### src/core/break_unit_pkg.sv
package break_unit_pkg;

  localparam int ADDR_W  = 32;
  localparam int DATA_W  = 32;
  localparam int COUNT_W = 16;
  localparam logic [COUNT_W-1:0] COUNT_RESET = 16'h0001;

  // bus-state class select
  localparam logic [1:0] CLASS_ALL  = 2'h0;
  localparam logic [1:0] CLASS_DATA = 2'h1;
  localparam logic [1:0] CLASS_XFER = 2'h2;

  // direction select
  localparam logic [1:0] DIR_ANY   = 2'h0;
  localparam logic [1:0] DIR_READ  = 2'h1;
  localparam logic [1:0] DIR_WRITE = 2'h2;

  // address mode select
  localparam logic [1:0] AMODE_OFF   = 2'h0;
  localparam logic [1:0] AMODE_EQ    = 2'h1;
  localparam logic [1:0] AMODE_RANGE = 2'h2;

  // access size select / bus size code
  localparam logic [1:0] SIZE_ANY  = 2'h0;
  localparam logic [1:0] SIZE_BYTE = 2'h1;
  localparam logic [1:0] SIZE_WORD = 2'h2;
  localparam logic [1:0] SIZE_LONG = 2'h3;

  // emulation mode
  localparam logic [2:0] EMODE_NORMAL  = 3'h0;
  localparam logic [2:0] EMODE_SEQ1    = 3'h1;
  localparam logic [2:0] EMODE_SEQ2    = 3'h2;
  localparam logic [2:0] EMODE_SEQ3    = 3'h3;
  localparam logic [2:0] EMODE_TIMEOUT = 3'h4;

  // register map (word index = byte address / 4)
  localparam int NUM_CH = 4;
  localparam logic [7:0] REG_MODE     = 8'h00;
  localparam logic [7:0] REG_STATUS   = 8'h04;
  localparam logic [7:0] REG_COUNT    = 8'h08;
  localparam logic [7:0] REG_RSTPT    = 8'h0c;
  localparam logic [7:0] REG_CH_BASE  = 8'h40;
  localparam int         CH_STRIDE_SH = 5;
  // per-channel word offsets inside a 32-byte slot
  localparam logic [2:0] CH_CTRL  = 3'h0;
  localparam logic [2:0] CH_ASTRT = 3'h1;
  localparam logic [2:0] CH_AEND  = 3'h2;
  localparam logic [2:0] CH_AMASK = 3'h3;
  localparam logic [2:0] CH_DVAL  = 3'h4;
  localparam logic [2:0] CH_DMASK = 3'h5;

  // mode register fields
  localparam int MODE_EMODE_LSB = 0;
  localparam int MODE_OVFBRK    = 4;
  localparam int MODE_CNTEN     = 5;
  localparam int MODE_RSTPT_EN  = 6;

  // channel control fields
  localparam int CTL_AMODE_LSB = 0;
  localparam int CTL_AMASKEN   = 2;
  localparam int CTL_DEN       = 3;
  localparam int CTL_DMASKEN   = 4;
  localparam int CTL_SIZE_LSB  = 5;
  localparam int CTL_CLASS_LSB = 7;
  localparam int CTL_DIR_LSB   = 9;
  localparam int CTL_W         = 11;

endpackage

### src/core/match_channel.sv
`timescale 1ns/1ps
// one bus-cycle comparator; range allowed only when the parameter says so
module match_channel #(
  parameter bit RANGE_OK = 1'b0
) (
  input  wire logic                                clk_in,
  input  wire logic                                rst_b_in,
  input  wire logic [break_unit_pkg::CTL_W-1:0]    ctrl_in,
  input  wire logic                                range_block_in,
  input  wire logic [break_unit_pkg::ADDR_W-1:0]   a_start_in,
  input  wire logic [break_unit_pkg::ADDR_W-1:0]   a_end_in,
  input  wire logic [break_unit_pkg::ADDR_W-1:0]   a_mask_in,
  input  wire logic [break_unit_pkg::DATA_W-1:0]   d_val_in,
  input  wire logic [break_unit_pkg::DATA_W-1:0]   d_mask_in,
  input  wire logic                                cyc_in,
  input  wire logic [break_unit_pkg::ADDR_W-1:0]   addr_in,
  input  wire logic [break_unit_pkg::DATA_W-1:0]   data_in,
  input  wire logic                                wr_in,
  input  wire logic                                xfer_in,
  input  wire logic [1:0]                          size_in,
  output logic                                     hit_out
);

  typedef struct packed {
    logic hit;
  } ch_state_t;

  ch_state_t st_reg;
  ch_state_t st_next;

  logic [1:0] amode;
  logic [1:0] cls;
  logic [1:0] dir;
  logic [1:0] sz;
  logic       a_ok;
  logic       d_ok;
  logic       c_ok;
  logic       r_ok;
  logic       s_ok;

  assign amode = ctrl_in[break_unit_pkg::CTL_AMODE_LSB +: 2];
  assign cls   = ctrl_in[break_unit_pkg::CTL_CLASS_LSB +: 2];
  assign dir   = ctrl_in[break_unit_pkg::CTL_DIR_LSB +: 2];
  assign sz    = ctrl_in[break_unit_pkg::CTL_SIZE_LSB +: 2];

  always_comb begin
    logic [break_unit_pkg::ADDR_W-1:0] am;
    logic [break_unit_pkg::DATA_W-1:0] dm;
    am = ctrl_in[break_unit_pkg::CTL_AMASKEN] ? a_mask_in : '0;
    dm = ctrl_in[break_unit_pkg::CTL_DMASKEN] ? d_mask_in : '0;
    case (amode)
      break_unit_pkg::AMODE_OFF:   a_ok = 1'b1;
      break_unit_pkg::AMODE_EQ:    a_ok = ((addr_in ^ a_start_in) & ~am) == '0;
      break_unit_pkg::AMODE_RANGE: a_ok = RANGE_OK && !range_block_in &&
                                          addr_in >= a_start_in && addr_in <= a_end_in;
      default:                     a_ok = 1'b0;
    endcase
    d_ok = !ctrl_in[break_unit_pkg::CTL_DEN] || (((data_in ^ d_val_in) & ~dm) == '0);
    s_ok = (sz == break_unit_pkg::SIZE_ANY) || (sz == size_in);
    case (cls)
      break_unit_pkg::CLASS_ALL:  c_ok = 1'b1;
      break_unit_pkg::CLASS_DATA: c_ok = !xfer_in;
      break_unit_pkg::CLASS_XFER: c_ok = xfer_in;
      default:                    c_ok = 1'b0;
    endcase
    case (dir)
      break_unit_pkg::DIR_ANY:   r_ok = 1'b1;
      break_unit_pkg::DIR_READ:  r_ok = !wr_in;
      break_unit_pkg::DIR_WRITE: r_ok = wr_in;
      default:                   r_ok = 1'b0;
    endcase
    st_next.hit = cyc_in && a_ok && d_ok && s_ok && c_ok && r_ok;
  end

  always_ff @(posedge clk_in or negedge rst_b_in) begin
    if (!rst_b_in) begin
      st_reg <= '0;
    end else begin
      st_reg <= st_next;
    end
  end

  assign hit_out = st_reg.hit;

endmodule

### src/core/break_unit.sv
// Our own choices: the plain strobed port and the placing of the registers.
`timescale 1ns/1ps
module break_unit (
  input  wire logic                              CLK_IN,
  input  wire logic                              RST_B_IN,
  // register port
  input  wire logic [7:0]                        REG_ADDR_IN,
  input  wire logic [31:0]                       REG_WDATA_IN,
  input  wire logic                              REG_WR_IN,
  input  wire logic                              REG_RD_IN,
  output logic [31:0]                            REG_RDATA_OUT,
  // run control
  input  wire logic                              RUN_START_IN,
  input  wire logic                              HOST_STOP_IN,
  input  wire logic                              SW_BREAK_IN,
  input  wire logic                              TRACE_HALT_IN,
  input  wire logic                              TRACE_OVF_IN,
  input  wire logic                              PERF_TIMEOUT_IN,
  // target bus, compared unregistered; each channel registers its own hit (same clock as emulator bus sampler)
  input  wire logic                              BUS_CYC_IN,
  input  wire logic [break_unit_pkg::ADDR_W-1:0] BUS_ADDR_IN,
  input  wire logic [break_unit_pkg::DATA_W-1:0] BUS_DATA_IN,
  input  wire logic                              BUS_WR_IN,
  input  wire logic                              BUS_XFER_IN,
  input  wire logic [1:0]                        BUS_SIZE_IN,
  output logic                                   BREAK_OUT,
  output logic                                   TRACE_RELEASE_OUT,
  output logic                                   RUNNING_OUT
);

  localparam int NCH = break_unit_pkg::NUM_CH;

  typedef enum {SEQ_IDLE, SEQ_WAIT4, SEQ_WAIT3, SEQ_WAIT2, SEQ_WAIT1} seq_t;

  typedef struct packed {
    logic [2:0]                                   emode;
    logic                                         ovf_en;
    logic                                         cnt_en;
    logic                                         rstpt_en;
    logic [break_unit_pkg::COUNT_W-1:0]           count_set;
    logic [break_unit_pkg::COUNT_W-1:0]           count_left;
    logic [break_unit_pkg::ADDR_W-1:0]            rstpt;
    logic [NCH-1:0][break_unit_pkg::CTL_W-1:0]    ctrl;
    logic [NCH-1:0][break_unit_pkg::ADDR_W-1:0]   a_start;
    logic [NCH-1:0][break_unit_pkg::ADDR_W-1:0]   a_end;
    logic [NCH-1:0][break_unit_pkg::ADDR_W-1:0]   a_mask;
    logic [NCH-1:0][break_unit_pkg::DATA_W-1:0]   d_val;
    logic [NCH-1:0][break_unit_pkg::DATA_W-1:0]   d_mask;
    logic [2:0]                                   seq;
    logic                                         running;
    logic                                         brk;
    logic                                         trel;
    logic [2:0]                                   cause;
    logic [31:0]                                  rdata;
    logic                                         rst_hit;
  } state_t;

  state_t st_reg;
  state_t st_next;

  logic [NCH-1:0] hit;

  //////////////////////////////////////////////////////////////////////////////
  // match channels
  genvar g;
  generate
    for (g = 0; g < NCH; g++) begin : g_ch
      // range is only possible on the first and third channel, and only while the partner is idle
      match_channel #(
        .RANGE_OK ((g % 2) == 0)
      ) u_ch (
        .clk_in         (CLK_IN),
        .rst_b_in       (RST_B_IN),
        .ctrl_in        (st_reg.ctrl[g]),
        .range_block_in (((g % 2) == 0) ?
                         (st_reg.ctrl[(g+1)%NCH][break_unit_pkg::CTL_AMODE_LSB +: 2]
                          != break_unit_pkg::AMODE_OFF) : 1'b0),
        .a_start_in     (st_reg.a_start[g]),
        .a_end_in       (st_reg.a_end[g]),
        .a_mask_in      (st_reg.a_mask[g]),
        .d_val_in       (st_reg.d_val[g]),
        .d_mask_in      (st_reg.d_mask[g]),
        .cyc_in         (BUS_CYC_IN),
        .addr_in        (BUS_ADDR_IN),
        .data_in        (BUS_DATA_IN),
        .wr_in          (BUS_WR_IN),
        .xfer_in        (BUS_XFER_IN),
        .size_in        (BUS_SIZE_IN),
        .hit_out        (hit[g])
      );
    end
  endgenerate

  //////////////////////////////////////////////////////////////////////////////
  // next state
  always_comb begin
    logic       seq_mode;
    logic       ch1_fire;
    logic       seq_fire;
    logic       ovf_fire;
    logic       to_fire;
    logic       sw_fire;
    logic [2:0] ci;
    logic [2:0] wi;
    st_next = st_reg;
    st_next.trel = 1'b0;
    ch1_fire = 1'b0;
    seq_fire = 1'b0;
    seq_mode = st_reg.emode == break_unit_pkg::EMODE_SEQ1 ||
               st_reg.emode == break_unit_pkg::EMODE_SEQ2 ||
               st_reg.emode == break_unit_pkg::EMODE_SEQ3;
    ci = REG_ADDR_IN[7:5] - 3'h2;
    wi = REG_ADDR_IN[4:2];

    // the reset-point compare is registered like the channel hits so both line up
    st_next.rst_hit = BUS_CYC_IN && st_reg.rstpt_en && BUS_ADDR_IN == st_reg.rstpt;

    // channel one with optional satisfaction counter
    if (st_reg.running && hit[0]) begin
      if (!st_reg.cnt_en) begin
        ch1_fire = 1'b1;
      end else if (st_reg.count_left <= break_unit_pkg::COUNT_RESET) begin
        ch1_fire = 1'b1;
      end else begin
        st_next.count_left = st_reg.count_left - break_unit_pkg::COUNT_RESET;
      end
    end

    // sequence tracker holds across misses
    if (st_reg.running && seq_mode) begin
      case (seq_t'(st_reg.seq))
        SEQ_WAIT4: if (hit[3]) st_next.seq = 3'(SEQ_WAIT3);
        SEQ_WAIT3: if (hit[2]) st_next.seq = 3'(SEQ_WAIT2);
        SEQ_WAIT2: if (hit[1]) st_next.seq = 3'(SEQ_WAIT1);
        SEQ_WAIT1: if (ch1_fire) seq_fire = 1'b1;
        default:   st_next.seq = st_reg.seq;
      endcase
      if (st_reg.rst_hit && !seq_fire) begin
        st_next.seq = (st_reg.emode == break_unit_pkg::EMODE_SEQ3) ? 3'(SEQ_WAIT4) :
                      (st_reg.emode == break_unit_pkg::EMODE_SEQ2) ? 3'(SEQ_WAIT3) : 3'(SEQ_WAIT2);
        st_next.count_left = st_reg.count_set;
      end
    end

    ovf_fire = st_reg.running && st_reg.ovf_en && TRACE_OVF_IN;
    to_fire  = st_reg.running && st_reg.emode == break_unit_pkg::EMODE_TIMEOUT && PERF_TIMEOUT_IN;
    sw_fire  = st_reg.running && st_reg.emode != break_unit_pkg::EMODE_TIMEOUT && SW_BREAK_IN;

    st_next.brk = 1'b0;
    if (RUN_START_IN && !st_reg.running) begin
      st_next.running    = 1'b1;
      st_next.count_left = st_reg.count_set;
      st_next.seq        = (st_reg.emode == break_unit_pkg::EMODE_SEQ3) ? 3'(SEQ_WAIT4) :
                           (st_reg.emode == break_unit_pkg::EMODE_SEQ2) ? 3'(SEQ_WAIT3) :
                           (st_reg.emode == break_unit_pkg::EMODE_SEQ1) ? 3'(SEQ_WAIT2) : 3'(SEQ_IDLE);
    end else if (st_reg.running) begin
      if (HOST_STOP_IN) begin
        st_next.brk   = 1'b1;
        st_next.cause = 3'h1;
        st_next.trel  = TRACE_HALT_IN;
      end else if (seq_mode ? seq_fire : ch1_fire) begin
        st_next.brk   = 1'b1;
        st_next.cause = 3'h2;
      end else if (ovf_fire) begin
        st_next.brk   = 1'b1;
        st_next.cause = 3'h3;
      end else if (to_fire) begin
        st_next.brk   = 1'b1;
        st_next.cause = 3'h4;
      end else if (sw_fire) begin
        st_next.brk   = 1'b1;
        st_next.cause = 3'h5;
      end
      if (st_next.brk) begin
        st_next.running    = 1'b0;
        st_next.seq        = 3'(SEQ_IDLE);
        st_next.count_left = st_reg.count_set;
      end
    end

    // register writes
    if (REG_WR_IN) begin
      if (REG_ADDR_IN == break_unit_pkg::REG_MODE) begin
        st_next.emode    = REG_WDATA_IN[break_unit_pkg::MODE_EMODE_LSB +: 3];
        st_next.ovf_en   = REG_WDATA_IN[break_unit_pkg::MODE_OVFBRK];
        st_next.cnt_en   = REG_WDATA_IN[break_unit_pkg::MODE_CNTEN];
        st_next.rstpt_en = REG_WDATA_IN[break_unit_pkg::MODE_RSTPT_EN];
      end else if (REG_ADDR_IN == break_unit_pkg::REG_COUNT) begin
        // zero is outside the legal span and is taken as one
        st_next.count_set  = (REG_WDATA_IN[15:0] == '0) ? break_unit_pkg::COUNT_RESET : REG_WDATA_IN[15:0];
        st_next.count_left = st_next.count_set;
      end else if (REG_ADDR_IN == break_unit_pkg::REG_RSTPT) begin
        st_next.rstpt = REG_WDATA_IN;
        // slots above the last channel would alias onto the low channels
      end else if (REG_ADDR_IN >= break_unit_pkg::REG_CH_BASE && REG_ADDR_IN[1:0] == 2'h0 && ci < 3'(NCH)) begin
        case (wi)
          break_unit_pkg::CH_CTRL:  st_next.ctrl[ci[1:0]]    = REG_WDATA_IN[break_unit_pkg::CTL_W-1:0];
          break_unit_pkg::CH_ASTRT: st_next.a_start[ci[1:0]] = REG_WDATA_IN;
          break_unit_pkg::CH_AEND:  st_next.a_end[ci[1:0]]   = REG_WDATA_IN;
          break_unit_pkg::CH_AMASK: st_next.a_mask[ci[1:0]]  = REG_WDATA_IN;
          break_unit_pkg::CH_DVAL:  st_next.d_val[ci[1:0]]   = REG_WDATA_IN;
          break_unit_pkg::CH_DMASK: st_next.d_mask[ci[1:0]]  = REG_WDATA_IN;
          default:                  st_next.rdata = st_next.rdata;
        endcase
      end
    end

    // register reads, data in the following cycle; unmapped reads zero
    st_next.rdata = '0;
    if (REG_RD_IN) begin
      if (REG_ADDR_IN == break_unit_pkg::REG_MODE) begin
        st_next.rdata = {25'h0, st_reg.rstpt_en, st_reg.cnt_en, st_reg.ovf_en, 1'b0, st_reg.emode};
      end else if (REG_ADDR_IN == break_unit_pkg::REG_STATUS) begin
        st_next.rdata = {24'h0, st_reg.seq, st_reg.cause, st_reg.brk, st_reg.running};
      end else if (REG_ADDR_IN == break_unit_pkg::REG_COUNT) begin
        st_next.rdata = {st_reg.count_left, st_reg.count_set};
      end else if (REG_ADDR_IN == break_unit_pkg::REG_RSTPT) begin
        st_next.rdata = st_reg.rstpt;
      end else if (REG_ADDR_IN >= break_unit_pkg::REG_CH_BASE && REG_ADDR_IN[1:0] == 2'h0 && ci < 3'(NCH)) begin
        case (wi)
          break_unit_pkg::CH_CTRL:  st_next.rdata = 32'(st_reg.ctrl[ci[1:0]]);
          break_unit_pkg::CH_ASTRT: st_next.rdata = st_reg.a_start[ci[1:0]];
          break_unit_pkg::CH_AEND:  st_next.rdata = st_reg.a_end[ci[1:0]];
          break_unit_pkg::CH_AMASK: st_next.rdata = st_reg.a_mask[ci[1:0]];
          break_unit_pkg::CH_DVAL:  st_next.rdata = st_reg.d_val[ci[1:0]];
          break_unit_pkg::CH_DMASK: st_next.rdata = st_reg.d_mask[ci[1:0]];
          default:                  st_next.rdata = '0;
        endcase
      end
    end
  end

  //////////////////////////////////////////////////////////////////////////////
  // state register
  always_ff @(posedge CLK_IN or negedge RST_B_IN) begin
    if (!RST_B_IN) begin
      st_reg            <= '0;
      st_reg.count_set  <= break_unit_pkg::COUNT_RESET;
      st_reg.count_left <= break_unit_pkg::COUNT_RESET;
    end else begin
      st_reg <= st_next;
    end
  end

  assign REG_RDATA_OUT     = st_reg.rdata;
  assign BREAK_OUT         = st_reg.brk;
  assign TRACE_RELEASE_OUT = st_reg.trel;
  assign RUNNING_OUT       = st_reg.running;

endmodule

### config.mk
export PLATFORM = sky130hd
export DESIGN_NAME = break_unit
export DESIGN_NICKNAME = d
export VERILOG_FILES = /design/src/core/break_unit_pkg.sv /design/src/core/match_channel.sv /design/src/core/break_unit.sv
export SDC_FILE = /design/constraint.sdc
export NUM_CORES = 2
export LEC_CHECK = 0
export ABC_AREA = 1
export BUFFER_PORTS_ARGS = -buffer_cell sky130_fd_sc_hd__buf_2
export CAP_MARGIN = 20
export CORE_MARGIN = 1
export CORE_UTILIZATION = 49
export CTS_CLUSTER_SIZE = 10
export DETAILED_ROUTE_END_ITERATION = 8
export HOLD_SLACK_MARGIN = 0.1
export PLACE_DENSITY_LB_ADDON = 0.3
export SYNTH_ARGS = -nofsm -noshare
export SYNTH_HDL_FRONTEND = slang
export SYNTH_SLANG_ARGS = --single-unit
### constraint.sdc
create_clock -name CLK_IN -period 2.11 [get_ports CLK_IN]
set_clock_uncertainty 0.15 [all_clocks]
set_input_delay 0.1055 -clock CLK_IN [delete_from_list [all_inputs] [get_ports CLK_IN]]
set_output_delay 0.1055 -clock CLK_IN [all_outputs]
set_load 0.02 [all_outputs]
* After elaboration in Yosys (flattened, before gate mapping) *
Index checks and enable logic that the tools add are counted.
Widths: inputs -> output; s select.

word-level totals
  register bits after elaboration = 800
  output and inout bits = 35
  logic and storage cells = 332

operators by class
  add/sub/neg operators = 2
  $lt $le $gt $ge = 9
  equality and inequality tests = 44
  mux-type cells = 107
  bitwise operators = 28
  reduce and logical (&&, ||, !) cells = 100

operators with widths
  cell               count
  $mux 732           2
  $mux 684           2
  $mux 716           1
  $mux 32            21
  $bwmux 128         5
  $mux 128           5
  $bmux 32 s2        5
  $and 32x32->32     8
  $logic_not 32->1   8
  $not 32->32        8
  $xor 32x32->32     8
  $pmux 32 s6        1
  $mux 16            10
  $demux 32 s2       1
  $ge 32x32->1       2
  $le 32x32->1       2
  $bwmux 44          1
  $mux 44            1
  $logic_and 1x1->1  39
  $reduce_and 6->1   6
  $logic_not 2->1    17
  $eq 32x32->1       1
  $mux 3             10
  $pmux 1 s3         10
  other kinds (37)   116

* Logic depth before layout (Yosys ltp) *
  depth after elaboration = 19
  depth in mapped cells = 17
  gate-level depth less buffers = 16

* Cells and area by module *
From an unflattened synthesis, not the netlist that was laid out.

second synthesis, totals
  cells, all modules = 5938
  area total of the unflattened synthesis = 44647.8 um^2

by module, submodules not included
  module                            instances  cells each  area an instance (um^2)  sequential area each (um^2)
  break_unit                        1          3994        35286.3                  19921.6
  match_channel (g_ch[0].u_ch ...)  2          518         2817.7                   25.0
  match_channel (g_ch[1].u_ch ...)  2          454         1863.0                   25.0

* Worst setup path before layout *
Ideal clock, no wire load.

  path kind = reg-to-reg
  start point = register st_reg[758] (netlist name)
  end point = register st_reg[762] (netlist name)
  data arrival time = 1.959 ns
  data required time = 1.843 ns
  slack = -0.116 ns
  cell stages (with the launch flop) = 17
  cell sequence = dfstp_2 > inv_1 > ha_1 > inv_1 > nand2_1 > nand2_1 > nor2_1 > nand2_4 > nand2_4 > nand3_1 > nand2_2 > nand2_4 > nand3_4 > buf_6 > or2_1 > nand3_1 > nand2_1

RTL lines
  element                 RTL line           text
  from (decl)             break_unit.sv:58   state_t st_reg;
  from (signal assigned)  break_unit.sv:241  st_reg <= st_next;

==> impl_metrics.env <==
export IMPL_grt_start_max_net_pins=75
export IMPL_gp_congestion=1.09
export IMPL_cts_path_max_buffers=3
export IMPL_status="finished, violations left"
export IMPL_syn_nets=5970
export IMPL_synth_common_cells="1511 x nand2_1, 1079 x o21ai_0, 798 x dfrtp_1"
export IMPL_power_leakage_uw=0.0254
export IMPL_fmax_ghz=0.456
export IMPL_yosysSeqAreaShare=0.459
export IMPL_crit_buf_inv=3
export IMPL_initial_core_util=0.494
export IMPL_synthesis_area_um2=43600
export IMPL_io_buffer_count=153
export IMPL_dominantRegCellSynth="dfrtp_1"
export IMPL_cts_root_buffer="clkbuf_16"
export IMPL_synth_cell_types=49
export IMPL_grt_antenna_before_repair=6
export IMPL_vias=45327
export IMPL_ant_nets=0
export IMPL_grt_first_pass_wirelength_um=284000
export IMPL_final_max_slew_violation_count=0
export IMPL_fin_area_um2=55700
export IMPL_drive_above_1_share=0.197
export IMPL_track_usage=0.430
export IMPL_overflow=0
export IMPL_num_io_pins=154
export IMPL_preCtsSetupSlack_ps=-442
export IMPL_synth_seq_cells=800
export IMPL_clk_pin_slew_ps=60
export IMPL_drv_cap=0
export IMPL_die_w_um=300
export IMPL_post_route_min_period_ps=2190
export IMPL_crit_required_ps=2530
export IMPL_cp_data_arrival_time_ps=2610
export IMPL_slew_headroom=0.359
export IMPL_routed_wl_um=197000
export IMPL_setup_viol=18
export IMPL_crit_type="reg -> reg"
export IMPL_synth_top_area_frac=0.458
export IMPL_nets=6630
export IMPL_drc=0
export IMPL_htreeDepth=3
export IMPL_hpwl_um=146000
export IMPL_hold_class="in -> reg"
export IMPL_synth_most_common_cell="nand2_1"
export IMPL_crit_top_cell="nand2_4"
export IMPL_dr_pass1_iters=7
export IMPL_worstSetupStartpointType="flip-flop"
export IMPL_grt_pass1_vias=42130
export IMPL_syn_avg_cell_area_um2=7.62
export IMPL_failed_checks="negative setup slack"
export IMPL_crit_family="simple AND/OR/NAND/NOR gates"
export IMPL_drt_iter0_markers=6568
export IMPL_synthCells=5720
export IMPL_synth_area_leaders="dfrtp_1 46%, nand2_1 13%, o21ai_0 12%, inv_1 5.3%, ha_1 3.8%"
export IMPL_dieArea_um2=90200
export IMPL_critPathMaxStageDelay_ps=560
export IMPL_postSynth_asyncResetShare=1.00
export IMPL_ir_worst_vdd_uv=628
export IMPL_crit_fanout=7
export IMPL_synth_top_cell_by_area="dfrtp_1"
export IMPL_finalCritPeriodShare=1.04
export IMPL_via_per_inst=5.97
export IMPL_core_area_um2=88200
export IMPL_ys_warn_count=0
export IMPL_setup_ws_ps=-84.4
export IMPL_postPlaceCellArea_um2=50700
export IMPL_cts_sinks=800
export IMPL_synth_edf_count=0
export IMPL_hold_violations=0
export IMPL_rows=109
export IMPL_endpoint_kind="flip-flop"
export IMPL_cts_tree="built"
export IMPL_area_growth_pct=27.7
export IMPL_cts_buffers=96
export IMPL_insertion_delay_ps=700
export IMPL_tightest_slew_ps=954
export IMPL_worstPathCellList="ha_1, inv_1, nand2_2, nand2_2, nor2_4, nand2_4, nand2_4, nand3_4, nand2_4, nand2_4, nand3_4, buf_12, clkinv_8, nand4_1, nand3_1"
export IMPL_rsz0062_at_grt="yes"
export IMPL_slowest_stage="dfstp_2"
export IMPL_avgRoutedWirePerCell_um=25.9
export IMPL_die_h_um=300
export IMPL_p_per_area_nw_per_um2=685
## logic make-up after synthesis
group,synth area share
xor+xnor,0.00944
buf+inv,0.0902
simple gates,0.195
flops,0.459
compound gates,0.209
fa+ha+maj,0.0376
## cell type report
class	count	area, um^2
fill	7775	32500
clock buffer	140	2710
timing repair buffer	925	8140
tap	1165	1460
clock inverter	9	101
sequential	800	20000
antenna	2	5.00
inverter	622	2360
multi-input combinational	3935	20900
## report_power, final
| group | switching [uW] | internal, uW |
|---|---|---|
| Sequential | 592 | 16000 |
| Combinational | 3740 | 2220 |
| Clock | 6770 | 8790 |
| Total | 11100 | 27000 |
## through the flow
step	power, uW	setup TNS, ps	std cells	hold slack (ps)	utilization
3_3_place_gp	22000	-5170	7348	-82.3	0.574
2_1_floorplan	19000	-12.0	5720	-340	-
5_1_grt	39300	-3220	7597	134	0.631
4_1_cts	37800	-752	7581	105	0.619
3_5_place_dp	22100	-14470	7348	-94.2	0.574
6_report	38200	-841	7598	85.1	0.631
## final timing paths
kind | depth (start not counted) | from | slack, ps | end
max in group asynchronous | 4 | RST_B_IN | 690 | async pin
worst max-delay path | 15 | st_reg[758] | -80 | st_reg[759]
worst min register to register | 2 | flip-flop | 330 | flip-flop
worst max register to register | 15 | st_reg[758] | -80 | st_reg[759]
min in group asynchronous | 4 | RST_B_IN | 550 | async pin
worst min-delay path | 9 | BUS_DATA_IN[24] | 90 | g_ch[0].u_ch.hit_out
## layer usage
metal / global-route usage / share of wire / vias to the layer above
met5: 0 / 0.00012 / -
met4: 0.244 / 0.064 / 4
li1: - / - / 20241
met3: 0.0981 / 0.12 / 571
met2: 0.623 / 0.42 / 3029
met1: 0.592 / 0.39 / 21482
## cell usage in the layout, fill, tap and decap left out, types with 76 or more instances in the layout
| master | count |
|---|---|
| nand2_1 | 1461 |
| o21ai_0 | 1056 |
| dfrtp_1 | 798 |
| inv_1 | 579 |
| buf_4 | 578 |
| nor2_1 | 221 |
| o22ai_1 | 207 |
| a21oi_1 | 162 |
| buf_2 | 152 |
| nand3_1 | 119 |
| buf_12 | 104 |
| a22oi_1 | 100 |
| clkbuf_16 | 96 |
| ha_1 | 90 |
| nand4_1 | 76 |
| dlygate4sd3_1 | 76 |
## worst reg2reg max path, delay by kind of cell, from the launching register on
family	cells	cell delay, ps
DFF	1	560
adders and majority gates	1	150
and+or+nand+nor	11	930
buffers and inverters	3	300
## repair_timing
action	4_1_cts	5_1_grt
hold buffers	78	0
hold endpoints to repair	1575	0
gates resized for setup	81	199
endpoints found under the setup margin	26	244
buffers inserted	7	18
gates cloned	1	0
pin swaps	29	76
No activity file was read; power rests on OpenSTA's default activity.
